--- src/common/cd_input_map.svh ---
// Purpose: Register indices, field positions and counts of the sector input writer.
// Assumes: Byte address of a register is four times its index.
// Notes: Definitions only.
//
// What this block does
// - Bit 7 picks I2S or alternate framing.
// - Divider code sets bit clock ratio.
// - Sub-header select picks copies for flags.
// - Length code sets 2352 or 2064 count.
// - Swap bit swaps received bytes.
// - Clock bit inverts receive clock.
// - Sector bytes at offsets below 2352 go to RAM.
// - Block written at current 2560-byte segment.
// - Pointer steps if enabled; counter always decrements.
// - Pointer holds when stepping is disabled.
// - Write-inhibit keeps updates, stores no data.
// - Previous pointer takes current at block end.
// - Group end reloads current set, raises event.
// - Decode off keeps input side reset.
// - Write request off stops writes and updates.
// - Correction bit selects full correction or checking.
// - Encode bit selects erasure encoder operation.
// - Bits 5,4,3 enable three correction options.
// - Detect data and flag syncs; interpolate.
// - Descramble data-disc sectors before writing.
// - No sync, no interpolation: extend, flag.
`ifndef CD_INPUT_MAP_SVH
`define CD_INPUT_MAP_SVH
`define IX_STATUS0 16'hff08
`define IX_HDR_ERR 16'hff09
`define IX_MAIN_CTRL 16'hff0d
`define IX_SYNC_CTRL 16'hff0e
`define IX_FMT_CTRL 16'hff0f
`define IX_IF_CFG 16'hff10
`define IX_CUR_HI 16'hff20
`define IX_CUR_LO 16'hff21
`define IX_PREV_HI 16'hff22
`define IX_PREV_LO 16'hff23
`define IX_OFF_HI 16'hff24
`define IX_OFF_LO 16'hff25
`define IX_NEXT_HI 16'hff26
`define IX_NEXT_LO 16'hff27
`define IX_CUR_CNT 16'hff60
`define IX_NEXT_CNT 16'hff61
`define MC_DECODE_EN 7
`define MC_MISCOR 5
`define MC_AUTOFORM 4
`define MC_ERASURE 3
`define MC_WR_REQ 2
`define MC_ECC 1
`define MC_ENCODE 0
`define SC_INTERP_EN 7
`define SC_DETECT_EN 6
`define SC_AUDIO_SYNC 5
`define FC_DESCR_EN 1
`define IF_FMT_SEL 7
`define IF_SUBSEL 4
`define IF_SWAP 1
`define IF_WCLK_INV 0
`define SEG_INC 7
`define SEG_WR_INH 6
`define SEG_HI_MASK 8'hdf
`define ST0_LONG_BLK 4
`define LEN_FULL 12'd2352
`define LEN_SHORT 12'd2064
`define SEG_BYTES 25'd2560
`define SYNC_LAST 12'd11
`define SCR_START 12'd12
`define SUB1_FIRST 12'd16
`define SUB2_FIRST 12'd20
`define SCR_SEED 15'h0001
`endif

--- src/common/cd_input_pkg.sv ---
// Purpose: Types shared by the sector input writer.
// Assumes: Nothing beyond the map header.
// Notes: Constants live in the map header.
package cd_input_pkg;
  typedef logic [7:0] byte_t;
  typedef logic [31:0] word_t;
  typedef enum logic [1:0] {SYNC_NONE, SYNC_DATA, SYNC_EXT, SYNC_INTERP} sync_kind_t;
endpackage

--- src/core/cd_sector_input_writer.sv ---
// Purpose: Receive serial sector data, find syncs, descramble, write segments.
// Assumes: Serial pins are synchronous to pclk; APB slave answers with no wait.
// Notes: Error corrector itself lives elsewhere; its controls are outputs.
//
// The implementer's own choice: register access over APB.
`timescale 1ns/10ps
`include "cd_input_map.svh"
module cd_sector_input_writer (
  // APB slave.
  input wire logic pclk,
  input wire logic presetn,
  input wire logic psel,
  input wire logic penable,
  input wire logic pwrite,
  input wire logic [17:0] paddr,
  input wire cd_input_pkg::word_t pwdata,
  output logic pready,
  output cd_input_pkg::word_t prdata,
  output logic pslverr,
  // Serial front end.
  input wire logic serial_bit_clk,
  input wire logic serial_word_clk,
  input wire logic serial_data,
  input wire logic serial_byte_flag,
  input wire logic external_flag_input,
  // Buffer RAM write port.
  output logic mem_we,
  output logic [24:0] mem_addr,
  output cd_input_pkg::byte_t mem_wdata,
  // Sub-CPU event and corrector controls.
  output logic reload_pulse,
  output logic ecc_enable,
  output logic encode_mode,
  output logic miscorrection_fix_enable,
  output logic auto_form_enable,
  output logic erasure_enable
);
  import cd_input_pkg::*;

  // Register storage.
  byte_t main_control_q, sync_control_q, format_control_q, input_interface_config_q;
  byte_t cur_hi_q, cur_lo_q, prev_hi_q, prev_lo_q, next_hi_q, next_lo_q;
  byte_t cur_cnt_q, next_cnt_q, hdr_err_q, status0_q, prdata_q;
  logic pslverr_q;

  // Receiver and sector state.
  logic bclk_q, wclk_q, byte2_q, flag_q, mem_we_q, reload_q;
  logic [2:0] div_q;
  logic [3:0] bits_q, pat_q;
  logic [15:0] shift_q, word_q;
  logic [11:0] off_q;
  logic [14:0] scr_q;
  logic [24:0] mem_addr_q;
  byte_t mem_wdata_q;
  byte_t sub_q [4];

  // Configuration decode.
  wire decen = main_control_q[`MC_DECODE_EN];
  wire wrreq = main_control_q[`MC_WR_REQ];
  wire incen = cur_hi_q[`SEG_INC];
  wire wr_inhibit = cur_hi_q[`SEG_WR_INH];
  wire [1:0] div_code = input_interface_config_q[6:5];
  wire [1:0] len_code = input_interface_config_q[3:2];
  wire fmt_alt = input_interface_config_q[`IF_FMT_SEL];
  wire subsel = input_interface_config_q[`IF_SUBSEL];
  wire swap = input_interface_config_q[`IF_SWAP];
  wire wclk_inv = input_interface_config_q[`IF_WCLK_INV];
  wire [12:0] cur_seg = {cur_hi_q[4:0], cur_lo_q};
  wire [12:0] next_seg = {next_hi_q[4:0], next_lo_q};

  // Corrector controls follow the main control bits directly.
  assign ecc_enable = main_control_q[`MC_ECC];
  assign encode_mode = main_control_q[`MC_ENCODE];
  assign miscorrection_fix_enable = main_control_q[`MC_MISCOR];
  assign auto_form_enable = main_control_q[`MC_AUTOFORM];
  assign erasure_enable = main_control_q[`MC_ERASURE];

  // APB decode; index is the byte address divided by four.
  wire setup = psel && !penable;
  wire apb_wr = psel && penable && pwrite;
  wire [15:0] idx = paddr[17:2];
  wire [15:0] widx = paddr[17:2];
  wire wbyte_ok = (paddr[1:0] == 2'b00);
  assign pready = 1'b1;
  assign prdata = {24'h000000, prdata_q};
  assign pslverr = pslverr_q;

  // Read multiplexer; the interface configuration is write only.
  logic [7:0] rd_mux;
  logic rd_hit;
  always_comb begin
    rd_hit = 1'b1;
    unique case (idx)
      `IX_STATUS0: rd_mux = status0_q;
      `IX_HDR_ERR: rd_mux = hdr_err_q;
      `IX_MAIN_CTRL: rd_mux = main_control_q;
      `IX_SYNC_CTRL: rd_mux = sync_control_q;
      `IX_FMT_CTRL: rd_mux = format_control_q;
      `IX_IF_CFG: rd_mux = 8'h00;
      `IX_CUR_HI: rd_mux = cur_hi_q;
      `IX_CUR_LO: rd_mux = cur_lo_q;
      `IX_PREV_HI: rd_mux = prev_hi_q;
      `IX_PREV_LO: rd_mux = prev_lo_q;
      `IX_OFF_HI: rd_mux = {4'h0, off_q[11:8]};
      `IX_OFF_LO: rd_mux = off_q[7:0];
      `IX_NEXT_HI: rd_mux = next_hi_q;
      `IX_NEXT_LO: rd_mux = next_lo_q;
      `IX_CUR_CNT: rd_mux = cur_cnt_q;
      `IX_NEXT_CNT: rd_mux = next_cnt_q;
      default: begin
        rd_mux = 8'h00;
        rd_hit = 1'b0;
      end
    endcase
  end

  // Read data and error are latched in setup and shown in the access phase.
  always_ff @(posedge pclk or negedge presetn) begin
    if (!presetn) begin
      prdata_q <= 8'h00;
      pslverr_q <= 1'b0;
    end else if (setup) begin
      prdata_q <= rd_mux;
      pslverr_q <= !rd_hit || !wbyte_ok;
    end
  end

  // Receive clock edge, divider and word framing.
  wire bclk_edge = wclk_inv ? (bclk_q && !serial_bit_clk) : (!bclk_q && serial_bit_clk);
  logic [2:0] div_mask;
  always_comb begin
    unique case (div_code)
      2'b00: div_mask = 3'd1;
      2'b01: div_mask = 3'd3;
      2'b10: div_mask = 3'd7;
      2'b11: div_mask = 3'd0;
    endcase
  end
  wire bit_take = bclk_edge && ((div_q & div_mask) == div_mask);
  wire ws_change = bit_take && (serial_word_clk != wclk_q);
  wire word_done = bit_take && !ws_change && (bits_q == 4'd15);

  // Serial shifter; held in reset while decoding is off.
  // The bit seen with a word clock change is dropped in I2S framing, kept as MSB otherwise.
  always_ff @(posedge pclk or negedge presetn) begin
    if (!presetn) begin
      bclk_q <= 1'b0;
      wclk_q <= 1'b0;
      div_q <= 3'd0;
      bits_q <= 4'd0;
      shift_q <= 16'h0000;
    end else if (!decen) begin
      bclk_q <= serial_bit_clk; // Follows the pin so enabling makes no false edge.
      wclk_q <= 1'b0;
      div_q <= 3'd0;
      bits_q <= 4'd0;
      shift_q <= 16'h0000;
    end else begin
      bclk_q <= serial_bit_clk;
      if (bclk_edge)
        div_q <= div_q + 3'd1;
      if (ws_change) begin
        wclk_q <= serial_word_clk;
        bits_q <= fmt_alt ? 4'd1 : 4'd0;
        if (fmt_alt)
          shift_q <= {shift_q[14:0], serial_data};
      end else if (bit_take) begin
        shift_q <= {shift_q[14:0], serial_data};
        bits_q <= bits_q + 4'd1;
      end
    end
  end

  // Each word yields two bytes over two cycles, order set by the swap bit.
  always_ff @(posedge pclk or negedge presetn) begin
    if (!presetn) begin
      word_q <= 16'h0000;
      byte2_q <= 1'b0;
      flag_q <= 1'b0;
    end else if (!decen) begin
      byte2_q <= 1'b0;
    end else begin
      byte2_q <= byte1_q;
      if (word_done) begin
        word_q <= {shift_q[14:0], serial_data};
        flag_q <= serial_byte_flag;
      end
    end
  end
  logic byte1_q;
  always_ff @(posedge pclk or negedge presetn) begin
    if (!presetn)
      byte1_q <= 1'b0;
    else
      byte1_q <= decen && word_done;
  end
  wire byte_v = byte1_q || (byte2_q && !byte1_q);
  wire first_byte = byte1_q;
  wire [7:0] byte_d = (first_byte ^ swap) ? word_q[15:8] : word_q[7:0];
  wire byte_skip = (len_code == 2'b11) && flag_q;

  // Sector length and sync pattern tracking.
  wire [11:0] modulo = (len_code == 2'b00) ? `LEN_FULL : `LEN_SHORT;
  wire pat_ff = (pat_q != 4'd0) && (pat_q <= 4'd10) && (byte_d == 8'hff);
  wire data_sync = sync_control_q[`SC_DETECT_EN] && !sync_control_q[`SC_AUDIO_SYNC]
                   && (pat_q == 4'd11) && (byte_d == 8'h00);
  wire ext_sync = sync_control_q[`SC_DETECT_EN] && external_flag_input;
  wire interp = sync_control_q[`SC_INTERP_EN] && (off_q >= modulo);
  sync_kind_t skind;
  always_comb begin
    if (!byte_v)
      skind = SYNC_NONE;
    else if (data_sync)
      skind = SYNC_DATA;
    else if (ext_sync)
      skind = SYNC_EXT;
    else if (interp)
      skind = SYNC_INTERP;
    else
      skind = SYNC_NONE;
  end
  wire sync_hit = (skind != SYNC_NONE);
  wire [11:0] wr_off = (skind == SYNC_DATA) ? `SYNC_LAST : sync_hit ? 12'd0 : off_q;
  wire long_blk = byte_v && !sync_hit && !sync_control_q[`SC_INTERP_EN]
                  && (off_q >= modulo);

  // Descrambler key for this byte and the advanced generator state.
  function automatic logic [22:0] scr_step(input logic [14:0] s);
    logic [14:0] t;
    logic [7:0] k;
    t = s;
    k = 8'h00;
    for (int i = 0; i < 8; i++) begin
      k[i] = t[0];
      t = {t[0] ^ t[1], t[14:1]};
    end
    return {t, k};
  endfunction
  wire [14:0] scr_base = scr_q;
  wire [22:0] scr_nx = scr_step(scr_base);
  wire descr = format_control_q[`FC_DESCR_EN] && !sync_control_q[`SC_AUDIO_SYNC]
               && (wr_off >= `SCR_START);
  wire [7:0] out_byte = descr ? (byte_d ^ scr_nx[7:0]) : byte_d;

  // Pointer update at each sync while decoding and writing are requested.
  wire sync_upd = sync_hit && decen && wrreq;
  wire [7:0] cnt_dec = cur_cnt_q - 8'd1;
  wire reload = sync_upd && (cnt_dec == 8'h00);
  wire [12:0] seg_inc = cur_seg + 13'd1;
  wire [12:0] seg_use = !sync_upd ? cur_seg : reload ? next_seg : incen ? seg_inc : cur_seg;
  wire wr_ok = decen && wrreq && !wr_inhibit && byte_v && !byte_skip
               && (wr_off < `LEN_FULL);
  wire [24:0] base = 25'(seg_use) * `SEG_BYTES;
  wire [24:0] addr_d = base + {13'h0000, wr_off};

  // Byte offset, pattern tracker, descrambler and write port.
  always_ff @(posedge pclk or negedge presetn) begin
    if (!presetn) begin
      off_q <= 12'd0;
      pat_q <= 4'd0;
      scr_q <= `SCR_SEED;
      mem_we_q <= 1'b0;
      mem_addr_q <= 25'd0;
      mem_wdata_q <= 8'h00;
    end else if (!decen) begin
      off_q <= 12'd0;
      pat_q <= 4'd0;
      scr_q <= `SCR_SEED;
      mem_we_q <= 1'b0;
    end else begin
      mem_we_q <= wr_ok;
      if (byte_v) begin
        pat_q <= (pat_ff || (pat_q == 4'd0 && byte_d == 8'h00)) ? pat_q + 4'd1
                 : (byte_d == 8'h00) ? 4'd1 : 4'd0;
        if (data_sync)
          pat_q <= 4'd0;
        if (!byte_skip || sync_hit)
          off_q <= wr_off + 12'd1;
        if (sync_hit)
          scr_q <= `SCR_SEED;
        else if (!byte_skip && (wr_off >= `SCR_START))
          scr_q <= scr_nx[22:8];
        mem_addr_q <= addr_d;
        mem_wdata_q <= out_byte;
      end
    end
  end
  assign mem_we = mem_we_q;
  assign mem_addr = mem_addr_q;
  assign mem_wdata = mem_wdata_q;
  assign reload_pulse = reload_q;

  // Sub-header flags and long-block status.
  wire [11:0] s1 = wr_off - `SUB1_FIRST;
  wire [11:0] s2 = wr_off - `SUB2_FIRST;
  always_ff @(posedge pclk or negedge presetn) begin
    if (!presetn) begin
      hdr_err_q <= 8'h00;
      status0_q <= 8'h00;
      sub_q <= '{default: 8'h00};
    end else if (!decen) begin
      hdr_err_q <= 8'h00;
      status0_q <= 8'h00;
    end else if (byte_v) begin
      if (sync_hit) begin
        hdr_err_q <= 8'h00;
        status0_q[`ST0_LONG_BLK] <= 1'b0;
      end
      if (long_blk)
        status0_q[`ST0_LONG_BLK] <= 1'b1;
      if (s1 < 12'd4) begin
        sub_q[s1[1:0]] <= byte_d;
        hdr_err_q[3 - s1[1:0]] <= flag_q;
      end
      if ((s2 < 12'd4) && !subsel)
        hdr_err_q[3 - s2[1:0]] <= hdr_err_q[3 - s2[1:0]] || flag_q
                                  || (sub_q[s2[1:0]] != byte_d);
    end
  end

  // Register writes; a software write in a sync cycle takes precedence.
  always_ff @(posedge pclk or negedge presetn) begin
    if (!presetn) begin
      main_control_q <= 8'h00;
      sync_control_q <= 8'h00;
      format_control_q <= 8'h00;
      input_interface_config_q <= 8'h00;
      cur_hi_q <= 8'h00;
      cur_lo_q <= 8'h00;
      prev_hi_q <= 8'h00;
      prev_lo_q <= 8'h00;
      next_hi_q <= 8'h00;
      next_lo_q <= 8'h00;
      cur_cnt_q <= 8'h00;
      next_cnt_q <= 8'h00;
      reload_q <= 1'b0;
    end else begin
      reload_q <= reload;
      if (sync_upd) begin
        prev_hi_q <= cur_hi_q;
        prev_lo_q <= cur_lo_q;
        if (reload) begin
          cur_hi_q <= next_hi_q;
          cur_lo_q <= next_lo_q;
          cur_cnt_q <= next_cnt_q;
        end else begin
          cur_cnt_q <= cnt_dec;
          if (incen) begin
            cur_hi_q[4:0] <= seg_inc[12:8];
            cur_lo_q <= seg_inc[7:0];
          end
        end
      end
      if (apb_wr && wbyte_ok) begin
        unique case (widx)
          `IX_MAIN_CTRL: main_control_q <= pwdata[7:0];
          `IX_SYNC_CTRL: sync_control_q <= pwdata[7:0];
          `IX_FMT_CTRL: format_control_q <= pwdata[7:0];
          `IX_IF_CFG: input_interface_config_q <= pwdata[7:0];
          `IX_CUR_HI: cur_hi_q <= pwdata[7:0] & `SEG_HI_MASK;
          `IX_CUR_LO: cur_lo_q <= pwdata[7:0];
          `IX_PREV_HI: prev_hi_q <= pwdata[7:0] & `SEG_HI_MASK;
          `IX_PREV_LO: prev_lo_q <= pwdata[7:0];
          `IX_NEXT_HI: next_hi_q <= pwdata[7:0] & `SEG_HI_MASK;
          `IX_NEXT_LO: next_lo_q <= pwdata[7:0];
          `IX_CUR_CNT: cur_cnt_q <= pwdata[7:0];
          `IX_NEXT_CNT: next_cnt_q <= pwdata[7:0];
          default: ;
        endcase
      end
    end
  end

  wire quiet = !apb_wr;
endmodule // cd_sector_input_writer

--- config.mk ---
export PLATFORM = sky130hd
export DESIGN_NAME = cd_sector_input_writer
export DESIGN_NICKNAME = d
export VERILOG_FILES = /design/src/common/cd_input_pkg.sv /design/src/core/cd_sector_input_writer.sv
export VERILOG_INCLUDE_DIRS = /design/src /design/src/common
export SDC_FILE = /design/constraint.sdc
export NUM_CORES = 1
export LEC_CHECK = 0
export ABC_AREA = 1
export ABC_CLOCK_PERIOD_IN_PS = 4300
export BUFFER_PORTS_ARGS = -buffer_cell sky130_fd_sc_hd__buf_2
export CAP_MARGIN = 15
export CORE_ASPECT_RATIO = 2
export CORE_MARGIN = 3
export CORE_UTILIZATION = 23
export DETAILED_ROUTE_END_ITERATION = 7
export HOLD_SLACK_MARGIN = 0.06
export SYNTH_ARGS = -nofsm -noshare
export SYNTH_HDL_FRONTEND = slang
export SYNTH_SLANG_ARGS = --single-unit
--- constraint.sdc ---
create_clock -name pclk -period 4.3 [get_ports pclk]
set_input_delay 0.215 -clock pclk [delete_from_list [all_inputs] [get_ports pclk]]
set_output_delay 0.215 -clock pclk [all_outputs]
set_load 0.02 [all_outputs]
==> qor.txt, run 1 <==
worst setup margin - -89.4 ps
Worst Max-Slew Pin Slew - 1170 ps
Sequential Power Share - 0.491
Clock Sink Count - 250
synth top area cells - dfrtp_1 (44%), nand2_1 (11%), o21ai_0 (6.9%), inv_1 (6.2%), nand3_1 (4.3%)
outcome - finished, violations left
Mapped Cells - 1,872
FFs w/ async S/R, synth - 1.00
WL/cell - 17.8 µm
die area - 65,000 µm²
starting density of the core - 0.233
vias per cell - 4.74
Fmax - 228 MHz
Final Hold Fails - 0
Net Switching - 1.12 mW
P_int - 3.67 mW
die width - 182 µm
worst skew pair latency - 550 ps
Clock Power Share - 0.477
P&R area growth vs syn - 25.6%
Mean Syn Cell Area - 7.59 µm²
Worst Setup End Kind - flop
Fin Clk Skew - 13.3 ps
CTS root buffer - clkbuf_16
Setup CP Type - reg -> reg
DRC Markers - 0
HPWL after DPL - 39,300 µm
Slowest Stage Delay on Critical Path - 450 ps
largest net degree at the start of global routing - 106
CP Max Fanout - 4
GRT overflow - 0
critical path data required time - 4750 ps
Sw Ratio - 0.234
Cell Area, Synth - 14,200 µm²
Final min period - 4390 ps
count leader, synth - nand2_1
post-route cell area - 17,800 µm²
Ant. Diodes - 0
setup violators final - 3
Final nets - 2,176
Startpoint Class - flop
worst-case vdd ir drop - 0.282 mV
num ports - 134
Initial DRC Count - 824
total CTS buffers - 23
Rows - 128
global-route wire length before repair - 77,200 µm
Max Buffers Root-to-Sink - 3
total power - 4.79 mW
EDFF count, synth - 0
critical path's slowest cell - fa_2
minimum setup slack among reg-to-reg paths - -90 ps
final core occ - 0.292
type of the worst min-delay path - in -> async
placed cell area - 16,300 µm²
post-route ant nets - 0
clock-pin slew on the worst setup and hold paths - 70 ps
register area share after synthesis - 0.440
fraction of layout cells with a size suffix above 1 - 0.190
violations in the final reports - setup timing
PortBufs - 84
Non-Filler Instances - 2,880
top post-synthesis cells by count - nand2_1 (413), dfrtp_1 (249), inv_1 (236), o21ai_0 (196), nor2_1 (147)
Die Height - 357 µm
max_cap viols - 0
Slew Limit Fails - 0
Top FF cell, synth - dfrtp_1
Core Area - 61,000 µm²
period utilisation layout - 1.02
layout filler cell count - 6,573
Synth Register Bits - 250
RSZ-0062 raised after global routing - yes
DRT Wirelength - 51,200 µm
Cell variety after synth - 49
H-tree depth - 1
routability cong. - 1.01
Ys Warns - 0
crit path DAT - 4840 ps
CTS tree - done
Via Count - 13,700
All-Layer GR Usage - 0.153
share of the synthesized area in the top cell type - 0.439
leakage - 8.27 nW
Pre-antenna DRT Iters - 6
logic gate share of total power - 0.032
placed cells - 2,800
initial antenna violation count - 0
relative slew slack - 0.217
post-synth top area cell - dfrtp_1
power density over the cells - 268 nW/µm²
Hold Slack - 257 ps
vias in the first global route - 13,600
==> state kept, by name, indices dropped and copies added, names as in the netlist, 12 cells and up <==
register and count:
mem_addr 25, off_q 12, scr_base 15, shift_q 15, sub_q 32, word_q 16
==> critical path: cells and delay by family, from the launching register on <==
family | cells | cell delay [ps]
xor+xnor | 1 | 120
simple gates | 17 | 1850
compound gates | 2 | 340
buf+inv | 7 | 680
fa+ha+maj | 3 | 890
flops | 1 | 390
==> power groups by stage <==
| stage | combinational [mW] | sequential, mW | clock, mW |
|---|---|---|---|
| finish | 0.151 | 2.35 | 2.28 |
| global route | 0.168 | 2.35 | 2.41 |
| CTS | 0.154 | 2.35 | 2.34 |
| detailed placement | 0.145 | 2.40 | 0 |
| global placement | 0.146 | 2.40 | 0 |
| floorplan | 0.0622 | 2.40 | 0 |
==> routing by layer <==
layer	global-route usage	part of all wire
met1	0.145	0.34
met2	0.301	0.55
met3	0.0151	0.036
met4	0.108	0.080
met5	0	0
==> kinds of logic after synthesis <==
group | count (synthesis) | synth area share
simple gates | 789 | 0.240
compound gates | 416 | 0.163
buf+inv | 333 | 0.0957
flops | 250 | 0.440
xor+xnor | 49 | 0.0302
fa+ha+maj | 33 | 0.0301
other cells | 2 | 0.000529
==> per-stage QoR <==
step	setup WS [ps]	TNS, ps
final	-89.4	-169
after global routing	-443	-2150
after CTS	-3.75	-3.75
after detailed placement	-179	-787
after global placement	-131	-523
after floorplan	15.2	0
==> worst paths after layout <==
check,startpoint,to,cells after the start
min in group pclk,pwdata[6],cur_hi_q[6],3
hold / removal,presetn,div_q[1],2
setup reg to reg,input_interface_config_q[3],mem_addr[21],30
setup / recovery,input_interface_config_q[3],mem_addr[21],30
hold reg to reg,mem_addr[10],mem_addr[10],2
max in group asynchronous,presetn,scr_base[0],3
==> cell usage in the layout (no fill, tap or decap), drive strengths merged, types with 3 or more instances in the layout <==
cell         instances
nor2               151
nand3              127
a211oi               9
nor4                13
a311oi               8
conb                25
clkinvlp             3
o22ai               54
o21a                 4
bufinv               4
nor3                28
a21oi               67
o32ai                4
or2                  6
dfrtp              249
ha                  31
o21ai              230
o31ai                3
a31oi               14
clkbuf              29
xnor2               11
nand4               35
xor2                38
buf                240
nand3b               3
clkinv               9
nand2              423
inv                241
dlygate4sd3         12
o221ai               5
o211ai               9
==> layout make-up <==
class / count / area, µm² / share of cell area
Multi-Input combinational cell: 1312 / 7040 / 0.395
Sequential cell: 250 / 6260 / 0.351
Timing Repair Buffer: 254 / 1830 / 0.103
Tap cell: 780 / 976 / 0.0547
Inverter: 242 / 918 / 0.0515
Clock buffer: 27 / 621 / 0.0348
Clock inverter: 15 / 196 / 0.0110
==> repair_timing <==
item                       in CTS  in global routing
pin swaps                       9                 41
setup buffers                   3                 21
hold endpoints to repair      111                  0
resized for setup              26                 76
setup endpoints to repair       5                  9
hold buffers                   12                  0
gates cloned                    0                  2
Power figures use the tool's default switching activity.
==> run 2: changes to the inputs <==
--- a/config.mk
+++ b/config.mk
@@ -10,7 +10,6 @@
 export ABC_CLOCK_PERIOD_IN_PS = 4300
 export BUFFER_PORTS_ARGS = -buffer_cell sky130_fd_sc_hd__buf_2
 export CAP_MARGIN = 15
-export CORE_ASPECT_RATIO = 2
 export CORE_MARGIN = 3
 export CORE_UTILIZATION = 23
 export DETAILED_ROUTE_END_ITERATION = 7
==> qor.txt, run 2 (same netlist as run 1, synthesis figures left out) <==
Via Count - 13,300
most frequent cells in the layout - nand2_1 (394), dfrtp_1 (249), inv_1 (225)
Fin Clk Skew - 20.6 ps
total power - 5.28 mW
vias in the first global route - 12,300
CTS root buffer - clkbuf_16
post-place setup slack - -139 ps
Core Area - 60,700 µm²
WL/cell - 15.3 µm
RSZ-0062 raised after global routing - yes
Final min period - 4250 ps
Worst Setup End Kind - flop
crit path DAT - 4690 ps
DRC Markers - 0
die width - 255 µm
Fmax - 235 MHz
CP Max Fanout - 7
placed cell area - 16,100 µm²
num ports - 134
Final nets - 2,151
leakage - 8.23 nW
fraction of layout cells with a size suffix above 1 - 0.175
clock-pin slew on the worst setup and hold paths - 70 ps
Setup CP Type - reg -> reg
Die Height - 255 µm
DRT Wirelength - 43,800 µm
P&R area growth vs syn - 25.5%
Slew Limit Fails - 0
Biggest register - sub_q
global-route wire length before repair - 69,000 µm
hold path start - pwdata[7]
post-route ant nets - 0
GRT overflow - 0
CTS tree - done
max_cap viols - 0
period utilisation layout - 0.988
total CTS buffers - 29
Clock Sink Count - 250
CP Buf/Inv Count - 9
Initial DRC Count - 1,107
total negative slack - 0 ps
worst-case vdd ir drop - 0.266 mV
power density over the cells - 296 nW/µm²
die area - 64,800 µm²
placed cells - 2,775
Pre-antenna DRT Iters - 5
setup violators final - 0
worst skew pair latency - 570 ps
H-tree depth - 1
critical path's slowest cell - dfrtp_1
routability cong. - 0.930
Max Buffers Root-to-Sink - 3
Rows - 90
type of the worst min-delay path - in -> reg
PortBufs - 84
critical path data required time - 4740 ps
Worst Max-Slew Pin Slew - 1150 ps
HPWL after DPL - 31,600 µm
Startpoint Class - flop
All-Layer GR Usage - 0.133
post-route cell area - 17,800 µm²
starting density of the core - 0.234
Slowest Stage Delay on Critical Path - 390 ps
initial antenna violation count - 4
commonest non-fill, non-tap cell in the layout - nand2_1
Final Hold Fails - 0
max reg flops - 32
vias per cell - 4.64
largest net degree at the start of global routing - 104
worst setup path start - input_interface_config_q[2]
reg2reg start - input_interface_config_q[2]
Non-Filler Instances - 2,863
worst setup margin - 52.2 ps
relative slew slack - 0.230
CP top delay family - simple AND/OR/NAND/NOR gates
outcome - completed
run 2: changes by cell type in the layout (fill, tap and decap cells not counted), sizes merged:
cell	delta
buf	-30
clkbuf	+12
bufinv	+3
clkinv	-2
clkinvlp	-2
diode	+1
inv	-1
run 2: path summary, 6_finish.rpt:
| kind | slack (ps) | end | cells past startpoint |
|---|---|---|---|
| worst max-delay path | 50 | mem_addr[21] | 33 |
| worst min register to register | 470 | mem_addr[4] | 2 |
| max in group asynchronous | 2930 | mem_addr[19] | 3 |
| worst max register to register | 50 | mem_addr[21] | 33 |
| min in group asynchronous | 300 | scr_base[2] | 2 |
| worst min-delay path | 220 | cur_hi_q[7] | 3 |
run 2: worst register-to-register path: cells and delay by family (launching register included):
kind	cells	cell delay [ps]
AO/OA/AOI/OAI	6	700
XOR/XNOR	2	260
adder cells (fa/ha/maj)	2	600
buffers and inverters	9	970
flip-flops	1	390
AND/OR/NAND/NOR	14	1200
run 2: cell type report:
| class | count | area (µm²) |
|---|---|---|
| Antenna cell | 1 | 2.50 |
| Clock buffer | 40 | 817 |
| Clock inverter | 13 | 250 |
| Fill cell | 6551 | 42900 |
| Inverter | 242 | 913 |
| Multi-Input combinational cell | 1312 | 7020 |
| Sequential cell | 250 | 6260 |
| Tap cell | 782 | 978 |
| Timing Repair Buffer | 223 | 1590 |
run 2: metal layers:
layer,global-route usage,part of all wire
met4,0.0246,0.016
met2,0.202,0.44
met3,0.0265,0.068
met5,0,0.00080
met1,0.195,0.48
run 2: power breakdown:
group          leakage [nW]  switching (mW)  internal, mW  total [mW]
clock network         0.520            1.04          1.74        2.78
logic                  4.54           0.116        0.0279       0.144
registers              3.17        0.000883          2.35        2.36
total                  8.23            1.16          4.12        5.28
run 2: repair_timing:
item | CTS | global route
hold buffers | 12 | 0
gates resized for setup | 23 | 74
pin swaps | 16 | 51
setup buffers | 8 | 14
setup endpoints to repair | 6 | 10
gates cloned | 0 | 1
hold endpoints to repair | 112 | 0
run 2: per-stage QoR:
step | util | hold slack [ps]
2_1_floorplan | - | -80.6
3_3_place_gp | 0.266 | 329
3_5_place_dp | 0.266 | 332
4_1_cts | 0.287 | 193
5_1_grt | 0.294 | 241
6_report | 0.294 | 223
==> run 3: changes to the inputs <==
--- a/config.mk
+++ b/config.mk
@@ -10,6 +10,7 @@
 export ABC_CLOCK_PERIOD_IN_PS = 4300
 export BUFFER_PORTS_ARGS = -buffer_cell sky130_fd_sc_hd__buf_2
 export CAP_MARGIN = 15
+export CORE_ASPECT_RATIO = 1.1
 export CORE_MARGIN = 3
 export CORE_UTILIZATION = 23
 export DETAILED_ROUTE_END_ITERATION = 7
==> qor.txt, run 3 (same netlist as run 1, synthesis figures left out) <==
DRT Wirelength - 44,000 µm
relative slew slack - 0.294
power density over the cells - 295 nW/µm²
vias in the first global route - 12,600
max_cap viols - 0
most used cell along the critical path - nand2_1
RSZ-0062 raised after global routing - yes
Slew Limit Fails - 0
Non-Filler Instances - 2,895
Clock Power Share - 0.523
critical path's slowest cell - dfrtp_1
Clock Sink Count - 250
post-route cell area - 17,800 µm²
placed cells - 2,798
post-route ant nets - 0
routability cong. - 0.894
starting density of the core - 0.235
DR top layer - met5
Via Count - 13,200
die width - 243 µm
worst setup path start - input_interface_config_q[3]
CTS root buffer - clkbuf_16
PortBufs - 84
Fmax - 234 MHz
Die Height - 267 µm
met3 WL post-DR - 2750 µm
type of the worst min-delay path - in -> reg
layout filler cell count - 6,622
Initial DRC Count - 1,132
Pre-antenna DRT Iters - 5
total power - 5.24 mW
worst-case vdd ir drop - 0.186 mV
Hold Slack - 208 ps
Sequential Power Share - 0.449
worst skew pair latency - 610 ps
Worst Setup End Kind - flop
Startpoint Class - flop
WL/cell - 15.2 µm
P_int - 4.04 mW
Max Buffers Root-to-Sink - 3
Sw Ratio - 0.230
DRC Markers - 0
global-route wire length before repair - 69,900 µm
Worst Max-Slew Pin Slew - 1050 ps
GRT overflow - 0
total CTS buffers - 30
reg2reg start - input_interface_config_q[3]
max reg flops - 32
HPWL after DPL - 31,500 µm
Rows - 94
minimum setup slack among reg-to-reg paths - 30 ps
P&R area growth vs syn - 25.2%
clock-pin slew on the worst setup and hold paths - 60 ps
CTS tree - done
R2R depth - 37
Setup crit end - mem_addr[24]
vias per cell - 4.55
critical path data required time - 4800 ps
fraction of layout cells with a size suffix above 1 - 0.173
leakage - 8.18 nW
Net Switching - 1.21 mW
outcome - completed
most frequent cells in the layout - nand2_1 (393), dfrtp_1 (249), inv_1 (223)
largest net degree at the start of global routing - 124
Slowest Stage Delay on Critical Path - 380 ps
H-tree depth - 1
placed cell area - 16,100 µm²
Core Area - 60,500 µm²
Setup CP Type - reg -> reg
Routed met2 length - 19,400 µm
Final min period - 4270 ps
Final nets - 2,143
All-Layer GR Usage - 0.133
initial antenna violation count - 7
num ports - 134
Fin Clk Skew - 52.3 ps
setup violators final - 0
logic gate share of total power - 0.028
FF-to-FF End - mem_addr[24]
die area - 64,800 µm²
Biggest register - sub_q
CP Max Fanout - 8
DRT met1 WL - 20,600 µm
commonest non-fill, non-tap cell in the layout - nand2_1
Final Hold Fails - 0
crit path DAT - 4780 ps
period utilisation layout - 0.994
-- run 3: cell types whose count changed in the layout (fill, tap and decap cells not counted), moves of 3 or more --
| cell | previous run | this run |
|---|---|---|
| buf_4 | 117 | 112 |
| diode_2 | 1 | 5 |
| o21ai_0 | 183 | 187 |
| buf_6 | 5 | 2 |
| nor2_2 | 12 | 8 |
| o21ai_1 | 43 | 39 |
| clkinv_2 | 3 | 9 |
-- run 3: power groups by stage --
stage / combinational [mW] / sequential, mW / clock (mW)
after floorplan: 0.0622 / 2.40 / 0
after global placement: 0.139 / 2.40 / 0
after detailed placement: 0.139 / 2.40 / 0
after CTS: 0.148 / 2.35 / 2.80
after global routing: 0.163 / 2.35 / 2.89
final: 0.144 / 2.36 / 2.74
-- run 3: metrics by stage --
stage	TNS [ps]	setup slack, ps	utilization
final	0	27.9	0.294
after global routing	-2090	-357	0.294
after CTS	0	1.80	0.289
after detailed placement	-248	-78.9	0.266
after global placement	-149	-73.6	0.266
after floorplan	0	15.2	-
-- run 3: routing by layer --
metal  vias to the layer above  global-route usage
met3                        71              0.0267
met5                         -                   0
met1                      6194               0.183
met4                         4              0.0431
met2                       350               0.210
li1                       6541                   -
-- run 3: worst min path at each step --
stage | from | end | slack (ps) | depth (start not counted)
3_5_place_dp | serial_bit_clk | bclk_q | 350 | 1
4_1_cts | pwdata[2] | input_interface_config_q[2] | 180 | 3
3_3_place_gp | serial_bit_clk | bclk_q | 340 | 1
6_report | pwdata[2] | input_interface_config_q[2] | 210 | 3
2_1_floorplan | presetn | bclk_q | -80 | 0
5_1_grt | pwdata[6] | input_interface_config_q[6] | 210 | 3
-- run 3: repair_timing --
action / 4_1_cts / 5_1_grt
resized for setup: 27 / 67
endpoints found under the hold margin: 132 / 0
cloned: 0 / 0
hold buffers: 12 / 0
endpoints found under the setup margin: 6 / 9
pin swaps: 25 / 49
setup buffers: 10 / 16
-- run 3: worst max-delay path: cells and delay by family (launching register included) --
kind / cells / cell delay (ps)
simple gates: 23 / 1950
flops: 1 / 380
fa+ha+maj: 3 / 800
buf+inv: 8 / 700
compound gates: 3 / 350
-- run 3: area by class of cell --
type / count / area, µm² / area share
timing repair buffer: 214 / 1490 / 0.0840
sequential: 250 / 6260 / 0.352
clock inverter: 18 / 248 / 0.0139
antenna: 5 / 12.5 / 0.000703
tap: 816 / 1020 / 0.0574
multi-input combinational: 1312 / 7020 / 0.395
clock buffer: 38 / 821 / 0.0461
inverter: 242 / 916 / 0.0515
